==> src/dap_pkg.sv <==
// shared types and constants for the arithmetic datapath
package dap_pkg;

    // apb register byte offsets
    localparam logic [7:0] DAP_OFS_CTRL = 8'h00;
    localparam logic [7:0] DAP_OFS_ACC = 8'h04;
    localparam logic [7:0] DAP_OFS_PROD = 8'h08;
    localparam logic [7:0] DAP_OFS_OPND = 8'h0C;
    localparam logic [7:0] DAP_OFS_STAT = 8'h10;

    // control register field positions
    localparam int DAP_CTRL_SXM = 0;
    localparam int DAP_CTRL_PSC_LO = 1;
    localparam int DAP_CTRL_UNS = 3;
    // status register field positions
    localparam int DAP_STAT_TEST = 0;
    localparam int DAP_STAT_NORM = 1;

    // reset values
    localparam logic DAP_RST_SXM = 1'b1;
    localparam logic [1:0] DAP_RST_PSC = 2'h0;
    localparam logic DAP_RST_UNS = 1'b0;

    // widths and shift limits
    localparam int DAP_DW = 16;
    localparam int DAP_AW = 32;
    localparam logic [4:0] DAP_MAX_SCALE = 5'h10;
    localparam int DAP_PSC_LEFT_A = 1;
    localparam int DAP_PSC_LEFT_B = 4;
    localparam int DAP_PSC_RIGHT = 6;

    // product output shift codes
    localparam logic [1:0] DAP_PSC_NONE = 2'h0;
    localparam logic [1:0] DAP_PSC_L1 = 2'h1;
    localparam logic [1:0] DAP_PSC_L4 = 2'h2;

    // datapath operations issued by the instruction decoder
    typedef enum logic [4:0] {
        DAP_NOP, DAP_LOAD, DAP_ADD, DAP_SUB, DAP_AND, DAP_OR, DAP_XOR,
        DAP_ADD_PROD, DAP_SUB_PROD, DAP_LOAD_PROD, DAP_LOAD_OPND,
        DAP_MULT, DAP_MAC, DAP_STORE_HI, DAP_STORE_LO, DAP_JUMP_ACC,
        DAP_NORM, DAP_BIT_TEST
    } dap_op_e;

    // one decoded instruction with its operands
    typedef struct packed {
        dap_op_e op;
        logic [15:0] data_word;
        logic [15:0] prog_word;
        logic [4:0] scale;
        logic [2:0] store_shift;
        logic [3:0] bit_sel;
    } dap_cmd_s;

    // results handed back to the bus and sequencer
    typedef struct packed {
        logic [15:0] store_word;
        logic store_valid;
        logic [15:0] branch_addr;
        logic branch_valid;
        logic test_flag;
    } dap_res_s;

    // apb slave answer
    typedef struct packed {
        logic [31:0] prdata;
        logic pready;
        logic pslverr;
    } dap_apb_s;

    // whole module state
    typedef struct packed {
        logic [31:0] acc;
        logic [31:0] product_reg;
        logic [15:0] multiplier_operand_reg;
        logic sign_extend_mode_bit;
        logic [1:0] product_shift_code;
        logic mult_unsigned;
        logic norm_done;
        dap_res_s res;
        dap_apb_s apb;
    } dap_state_s;

endpackage : dap_pkg

==> src/dap_datapath.sv <==
// alu, accumulator, scaling shifter and multiplier datapath with apb view
// Notes on behaviour
// RULE1 - 32-bit alu; accumulator first operand, product or scaled data second
// RULE2 - every alu result is written back into the accumulator
// RULE3 - accumulator is stored as separate high and low 16-bit words
// RULE4 - store path shifts the bus copy; accumulator keeps its contents
// RULE5 - scaling shifter takes 16-bit bus data, gives 32-bit alu operand
// RULE6 - scaling shift is 0 to 16 left, amount from instruction field
// RULE7 - vacated low bits of scaled value are zero
// RULE8 - upper bits zero or sign copies depending on sign extend mode bit
// RULE9 - 32-bit signed or unsigned product of two 16-bit words, one cycle
// RULE10 - 16-bit operand register holds one factor, other comes from a bus
// RULE11 - product register captures each result, feeds alu through shifter
// RULE12 - four selectable product output shift modes
// RULE13 - multiply-accumulate completes in one cycle using both buses
// RULE14 - accumulator supplies branch address on jump-to-accumulator
// RULE15 - normalise removes redundant sign bits of the accumulator
// RULE16 - test one selected bit of a data word for branch conditions
// RULE17 - product shift mode chosen by a 2-bit code
// RULE18 - store left shift comes from a 3-bit instruction field
// RULE19 - mac adds old shifted product while new product is captured
`timescale 1ns/100ps

module dap_datapath (
    input wire logic pclk,
    input wire logic presetn,
    input wire logic psel,
    input wire logic penable,
    input wire logic pwrite,
    input wire logic [7:0] paddr,
    input wire logic [31:0] pwdata,
    output logic [31:0] prdata,
    output logic pready,
    output logic pslverr,
    input wire logic cmd_valid,
    input wire dap_pkg::dap_cmd_s cmd,
    output dap_pkg::dap_res_s res
);
    import dap_pkg::*;

    dap_state_s st;
    dap_state_s next_st;

    logic [31:0] scaled;
    logic [31:0] prod_shifted;
    logic [31:0] new_product;
    logic [31:0] alu_b;
    logic [31:0] store_val;
    logic [31:0] rd_word;
    logic rd_hit;
    logic apb_take;

    // sign or zero extend, then shift; amounts past 16 saturate at 16
    always_comb begin
        logic [31:0] ext;
        logic [4:0] amt;
        ext = st.sign_extend_mode_bit ?
            {{DAP_DW{cmd.data_word[15]}}, cmd.data_word} :
            {{DAP_DW{1'b0}}, cmd.data_word}; // see RULE5 see RULE8
        amt = (cmd.scale > DAP_MAX_SCALE) ? DAP_MAX_SCALE : cmd.scale;
        scaled = ext << amt; // see RULE6 see RULE7
    end

    // product output shifter, right shift keeps the sign
    always_comb begin
        case (st.product_shift_code) // see RULE12 see RULE17
            DAP_PSC_NONE: prod_shifted = st.product_reg;
            DAP_PSC_L1: prod_shifted = st.product_reg << DAP_PSC_LEFT_A;
            DAP_PSC_L4: prod_shifted = st.product_reg << DAP_PSC_LEFT_B;
            default: prod_shifted = $signed(st.product_reg) >>> DAP_PSC_RIGHT;
        endcase
    end

    // multiplier; second factor is program word on mac, data word otherwise
    always_comb begin
        logic [15:0] fb;
        fb = (cmd.op == DAP_MAC) ? cmd.prog_word // see RULE10
            : cmd.data_word;
        if (st.mult_unsigned) begin
            new_product = st.multiplier_operand_reg * fb; // see RULE9
        end else begin
            new_product = $signed(st.multiplier_operand_reg) * $signed(fb);
        end
    end

    // second alu operand select
    always_comb begin
        case (cmd.op)
            DAP_ADD_PROD, DAP_SUB_PROD, DAP_LOAD_PROD, DAP_MAC: begin
                alu_b = prod_shifted; // see RULE1 see RULE11
            end
            default: alu_b = scaled; // see RULE1
        endcase
    end

    // shifted copy for a store; the accumulator itself is not touched
    assign store_val = st.acc << cmd.store_shift; // see RULE4 see RULE18

    // apb read mux; unmapped addresses answer with an error
    always_comb begin
        rd_hit = 1'b1;
        rd_word = 32'h0000_0000;
        case (paddr)
            DAP_OFS_CTRL: begin
                rd_word[DAP_CTRL_SXM] = st.sign_extend_mode_bit;
                rd_word[DAP_CTRL_PSC_LO +: 2] = st.product_shift_code;
                rd_word[DAP_CTRL_UNS] = st.mult_unsigned;
            end
            DAP_OFS_ACC: rd_word = st.acc;
            DAP_OFS_PROD: rd_word = st.product_reg;
            DAP_OFS_OPND: rd_word = {16'h0000, st.multiplier_operand_reg};
            DAP_OFS_STAT: begin
                rd_word[DAP_STAT_TEST] = st.res.test_flag;
                rd_word[DAP_STAT_NORM] = st.norm_done;
            end
            default: rd_hit = 1'b0;
        endcase
    end

    // one wait state: pready rises on the second access-phase cycle
    assign apb_take = psel && penable && st.apb.pready;

    // next state
    always_comb begin
        next_st = st;
        next_st.res.store_valid = 1'b0;
        next_st.res.branch_valid = 1'b0;

        // apb slave
        next_st.apb.pready = psel && penable && !st.apb.pready;
        if (psel && penable && !st.apb.pready) begin
            next_st.apb.prdata = (pwrite || !rd_hit) ? 32'h0000_0000 : rd_word;
            next_st.apb.pslverr = !rd_hit ||
                (pwrite && paddr != DAP_OFS_CTRL);
        end
        if (apb_take && pwrite && paddr == DAP_OFS_CTRL) begin
            next_st.sign_extend_mode_bit = pwdata[DAP_CTRL_SXM];
            next_st.product_shift_code = pwdata[DAP_CTRL_PSC_LO +: 2];
            next_st.mult_unsigned = pwdata[DAP_CTRL_UNS];
        end

        // datapath command
        if (cmd_valid) begin
            case (cmd.op)
                DAP_LOAD: next_st.acc = scaled; // see RULE2
                DAP_ADD: next_st.acc = st.acc + alu_b; // see RULE2
                DAP_SUB: next_st.acc = st.acc - alu_b;
                DAP_AND: next_st.acc = st.acc & alu_b;
                DAP_OR: next_st.acc = st.acc | alu_b;
                DAP_XOR: next_st.acc = st.acc ^ alu_b;
                DAP_ADD_PROD: next_st.acc = st.acc + alu_b;
                DAP_SUB_PROD: next_st.acc = st.acc - alu_b;
                DAP_LOAD_PROD: next_st.acc = alu_b;
                DAP_LOAD_OPND: begin
                    next_st.multiplier_operand_reg = cmd.data_word;
                end
                DAP_MULT: next_st.product_reg = new_product; // see RULE11
                DAP_MAC: begin
                    // old product accumulates while the new one lands
                    next_st.acc = st.acc + alu_b; // see RULE13 see RULE19
                    next_st.multiplier_operand_reg = cmd.data_word;
                    next_st.product_reg = new_product; // see RULE13
                end
                DAP_STORE_HI: begin
                    next_st.res.store_word = store_val[31:16]; // see RULE3
                    next_st.res.store_valid = 1'b1;
                end
                DAP_STORE_LO: begin
                    next_st.res.store_word = store_val[15:0]; // see RULE3
                    next_st.res.store_valid = 1'b1;
                end
                DAP_JUMP_ACC: begin
                    next_st.res.branch_addr = st.acc[15:0]; // see RULE14
                    next_st.res.branch_valid = 1'b1;
                end
                DAP_NORM: begin
                    // one sign bit per step; sequencer repeats until done
                    if (st.acc != 32'h0000_0000 &&
                            st.acc[31] == st.acc[30]) begin
                        next_st.acc = st.acc << 1; // see RULE15
                        next_st.norm_done = 1'b0;
                    end else begin
                        next_st.norm_done = 1'b1; // see RULE15
                    end
                end
                DAP_BIT_TEST: begin
                    next_st.res.test_flag =
                        cmd.data_word[cmd.bit_sel]; // see RULE16
                end
                // nop and unknown codes leave the state alone
                default: ;
            endcase
        end
    end

    // state register
    always_ff @(posedge pclk or negedge presetn) begin
        if (!presetn) begin
            st <= '0;
            st.sign_extend_mode_bit <= DAP_RST_SXM;
            st.product_shift_code <= DAP_RST_PSC;
            st.mult_unsigned <= DAP_RST_UNS;
        end else begin
            st <= next_st;
        end
    end

    // outputs straight from the state flops
    assign prdata = st.apb.prdata;
    assign pready = st.apb.pready;
    assign pslverr = st.apb.pslverr;
    assign res = st.res;

endmodule : dap_datapath

==> config.mk <==
export PLATFORM = sky130hd
export DESIGN_NAME = dap_datapath
export DESIGN_NICKNAME = d
export VERILOG_FILES = /design/src/dap_pkg.sv /design/src/dap_datapath.sv
export SDC_FILE = /design/constraint.sdc
export NUM_CORES = 2
export LEC_CHECK = 0
export BUFFER_PORTS_ARGS = -buffer_cell sky130_fd_sc_hd__buf_2
export CELL_PAD_IN_SITES_DETAIL_PLACEMENT = 1
export CELL_PAD_IN_SITES_GLOBAL_PLACEMENT = 1
export CORE_ASPECT_RATIO = 2
export CORE_MARGIN = 1
export CORE_UTILIZATION = 54
export CTS_BUF_LIST = sky130_fd_sc_hd__clkbuf_8 sky130_fd_sc_hd__clkbuf_16
export DETAILED_ROUTE_END_ITERATION = 6
export PLACE_DENSITY = 0.95
export SKIP_CTS_REPAIR_TIMING = 1
export SLEW_MARGIN = 20
export SYNTH_ARGS = -nofsm -noshare
export SYNTH_HDL_FRONTEND = slang
export SYNTH_SLANG_ARGS = --single-unit
==> constraint.sdc <==
create_clock -name pclk -period 10.93 [get_ports pclk]
set_clock_uncertainty 0.1 [all_clocks]
set_input_delay 1.6395 -clock pclk [delete_from_list [all_inputs] [get_ports pclk]]
set_output_delay 1.6395 -clock pclk [all_outputs]
set_load 0.01 [all_outputs]
Yosys cells after proc, flatten, opt, wreduce, memory -nomap -nowiden. Index checks and enable logic that the tools add are counted.

Flip-flop bits (word level): 154. Input port bits: 95. Output and inout port bits: 69. Logic and storage cells: 101.

$add $sub $neg: 2. $mul: 2. Magnitude comparators: 2. Equality and inequality tests: 25. Shift-type cells: 2. Multiplexer cells: 20. Bitwise operators: 3. Reductions and logical operators: 30.

Operator list (number): 32-bit case mux with 8 select lines (1); 32-bit two-way mux (5); 32-bit case mux with 3 select lines (1); 28-bit case mux with 3 select lines (1); 16-bit by 16-bit multiplier with 32-bit output (2); 5-bit by 4-bit == test with 1-bit output, second input constant (8); 17-bit case mux with 2 select lines (1); 32-bit adder (1); 32-bit bitwise AND (1); 32-bit OR (1); 32-bit nonzero test (1); 32-bit by 3-bit left shift with 32-bit output (1); 32-bit by 5-bit left shift with 32-bit output (1); 32-bit subtractor (1); 32-bit bitwise XOR (1); 5-bit by 3-bit == test with 1-bit output, second input constant (4); 19-bit two-way mux (1); 17-bit two-way mux (1); 8-bit by 4-bit == test with 1-bit output, second input constant (2); 16-bit two-way mux (1); 8-bit nonzero test (2); 2-bit AND reduction (6); 5-bit by 2-bit == test with 1-bit output, second input constant (2); 5-bit == test, second input constant (2); 25 further kinds (38).

Depth between registers and ports, before layout.
Depth after elaboration: 6. Mapped depth: 33. Depth with buffers taken out: 31.

Least setup slack after synthesis. Ideal clock, no wire load.

Kind: input -> register. Start: input cmd[47] in the netlist's numbering. End: register st[121] in the netlist's numbering. Setup time: 0.126 ns. Arrival time: 9.112 ns. Required time: 10.704 ns. Slack: 1.592 ns. Stages on the path: 27. Path buffers: 4. Path through: buf_2 -> clkbuf_1 -> nor2b_1 -> nand2_1 -> clkbuf_1 -> mux2_2 -> clkbuf_1 -> nand2_1 -> inv_1 -> fa_1 -> fa_1 -> fa_1 -> fa_1 -> fa_1 -> inv_1 -> fa_1 -> inv_1 -> ha_1 -> a21o_1 -> a21o_1 -> a21o_1 -> o41ai_1 -> o21bai_1 -> or4b_1 -> a31oi_1 -> xnor2_1 -> a221o_1.

Word-level cells in the longest chain between the ends: 4. Elaborated cells on any way between the ends: 8. Those cells by class: 2 x mul; 2 x eq/ne; 2 x mux; 2 x reduce/logical.

RTL lines: from (decl) (line dap_datapath.sv:36) `input wire dap_pkg::dap_cmd_s cmd,`; 5-bit by 4-bit == test with 1-bit output (line dap_datapath.sv:77, dap_datapath.sv:144); 16-bit two-way mux (line dap_datapath.sv:77) `fb = (cmd.op == DAP_MAC) ? cmd.prog_word`; 16-bit by 16-bit multiplier with 32-bit output, on equally long branches (line dap_datapath.sv:82, dap_datapath.sv:80); 32-bit two-way mux (line dap_datapath.sv:79) `if (st.mult_unsigned) begin`; to (signal assigned) (line dap_datapath.sv:204) `st <= next_st;`; to (decl) (line dap_datapath.sv:41) `dap_state_s st;`.

Parallel ways exist; a longest one is shown, timed or not. A chain may end at the register's enable or synchronous reset.

Worst setup path in the final report.
Start: input cmd[45] in the netlist's numbering. End: register st[118] in the netlist's numbering.

The elaborated chain is that of the path after synthesis.

==> run summary <==
Core area: 55600 um^2
CTS sink count: 154
Final slew viol count: 0
Initial antenna violation count: 23
Largest net degree at the start of global routing: 80
Max-slew headroom: 0.141
Dominant synthesized flop cell: dfrtp_1
Final hold violation count: 0
Io pins: 164
Top-count cell post-synth: inv_1
Total CTS buffers: 17
# fillers: 6612
First-pass GRT wire length: 212 mm
H-tree Lvls: 4
# rows: 122
Simple-gate share of the synthesized area: 0.139
Outcome: completed
Post-route insts no fill: 4241
Top cell by count, worst path: fa_1
Post-layout min period: 10.04 ns
XOR/XNOR Fraction of Synth Area: 0.0316
Top cells by area, synth: fa_1 24%, dfrtp_1 13%, ha_1 10%
Synth Area in Adders: 0.343
Share of layout cells above drive strength 1: 0.114
CP Data Arrival Time: 10.29 ns
Placed Cells: 4180
Chip Height: 338 um
Die width: 170 um
Vias in the first global route: 33400
Final setup fails: 0
Unique cell type count in the Yosys netlist: 99
Syn Inst Count: 3504
GRT Util Overall: 0.511
Share of the synthesized area in the top cell type: 0.241
Synth Register Bits: 154
Synth Net Count: 4215
Clock buffer depth: 2
IO buf count: 135
Final nets: 4170
Root Driver: clkbuf_16
Post-synthesis sequential area ratio: 0.126
Crit Path Category: in2reg
Worst Tran Pin Value: 1.28 ns
Mapped cell area: 30500 um^2
DPL Wire Length: 106 mm
Clock transition at path regs: 0.07 ns
Crit path largest cell delay: 0.55 ns
Worst Setup Start Kind: input port
Remaining Overflow, GRT: 0
Final WL: 137 mm
Die area: 57500 um^2
Hold Crit Class: reg2reg
Layout area overhead: 5.04%
Post-synth top cells: 557 x inv_1, 370 x nand2_1, 367 x fa_1
Mux contribution to synthesized area: 0.0829
Crit-path max FO: 20
Vias: 29400
Asr flop ratio synth: 1.00
1st-pass router iterations: 6
TritonCTS clock tree: yes
Initial Util: 0.549
Leading area contributor after synthesis: fa_1
Synth Area per Inst: 8.71 um^2
Routability cong.: 1.04
Post-synth EDFFs: 0
Warnings from Yosys: 0
Setup TNS: 0 ns
Final ANT Viol Nets: 0
Max_cap viols: 0
Ratio of final minimum period to clock period: 0.918
Post-synthesis compound-gate area fraction: 0.165
DR iter-0 viols: 3012
RSZ-0062 raised after global routing: no
Crit. End Element: register
Drt drc: 0
CP Data Required Time: 11.18 ns
Via density: 6.93
Worst-skew pair later-pin latency: 0.50 ns
Largest family of logic cells by synthesized area: adder cells
Max Freq: 0.0996 GHz
WL per Instance: 32.4 um
Worst path slowest cell: fa_1
-- registers in the layout, indices dropped and copies added (netlist names) --
name	count
prdata	32
pready	1
pslverr	1
res	35
st	85
-- final timing paths --
check                                       startpoint                      to  depth (start not counted)  slack (ns)
max in group asynchronous                      presetn      st[70]$_DFFE_PN0P_                          2        8.08
min in group asynchronous                      presetn     res[29]$_DFFE_PN0P_                          1        1.08
worst min-delay path            prdata[22]$_DFFE_PN0P_  prdata[22]$_DFFE_PN0P_                          2        0.38
worst min register to register  prdata[22]$_DFFE_PN0P_  prdata[22]$_DFFE_PN0P_                          2        0.38
worst max register to register      st[84]$_DFFE_PN0P_     st[118]$_DFFE_PN0P_                         22        2.51
worst max-delay path                           cmd[45]     st[118]$_DFFE_PN0P_                         29        0.89
-- logic make-up (layout without fill, tap and decap cells) --
group | after synthesis | count (layout)
compound gates | 745 | 745
xor+xnor | 110 | 110
fa+ha+maj | 617 | 617
buf+inv | 825 | 793
flops | 154 | 154
mux | 175 | 175
other cells | 0 | 25
simple gates | 878 | 878
-- stage by stage --
| stage | hold WS (ns) | utilization | area, um^2 | setup slack (ns) |
|---|---|---|---|---|
| 2_1_floorplan | 0.351 | - | 30500 | 1.59 |
| 3_3_place_gp | 0.352 | 0.563 | 31300 | 1.20 |
| 3_5_place_dp | 0.365 | 0.563 | 31300 | 0.899 |
| 4_1_cts | 0.382 | 0.574 | 31900 | 1.38 |
| 6_report | 0.376 | 0.577 | 32000 | 0.892 |
| 5_1_grt | 0.406 | 0.576 | 32000 | 0.729 |
-- layout by cell type, fill, tap and decap left out, types with 12 or more instances in the layout --
cell         n
a211oi_1    31
a21o_1      43
a21oi_1    148
a221oi_1    23
a22o_1      13
a22oi_1     58
a31oi_1     23
and2_1      92
buf_2      134
buf_4       62
clkbuf_16   17
dfrtp_1    146
diode_2     25
fa_1       367
ha_1       249
inv_1      558
mux2_2      56
mux2i_1     60
mux4_2      56
nand2_1    369
nand2b_1    44
nand3_1     35
nand4_1     17
nor2_1     131
nor2b_1     66
nor3_1      36
nor4_1      12
o2111ai_1   16
o211ai_1    26
o21a_1      34
o21ai_0    165
o21ai_1     16
o21bai_1    16
o221ai_1    21
o31ai_1     18
or3_1       13
xnor2_1     82
xor2_1      28
-- critical path, delay by kind of cell --
kind,cells,cell delay [ns]
mux,1,0.53
compound gates,9,2.68
fa+ha+maj,7,3.45
buf+inv,8,1.53
simple gates,4,0.43
-- layout make-up --
class,instances,area [um^2],share of cell area
Antenna cell,25,62.6,0.00195
Clock buffer,17,425,0.0133
Clock inverter,15,183,0.00570
Inverter,562,2110,0.0658
Multi-Input combinational cell,2525,23300,0.727
Sequential cell,154,3860,0.121
Tap cell,744,931,0.0291
Timing Repair Buffer,199,1170,0.0365
-- metal layers --
metal,routed length [um],GRT usage
met4,19900,0.578
met3,12400,0.226
met1,38800,0.452
met5,39,0.00957
met2,66300,0.803
Power is left out: the tool's default activity adds up to more than one toggle a clock period on the data nets, which glitch-free logic cannot reach.
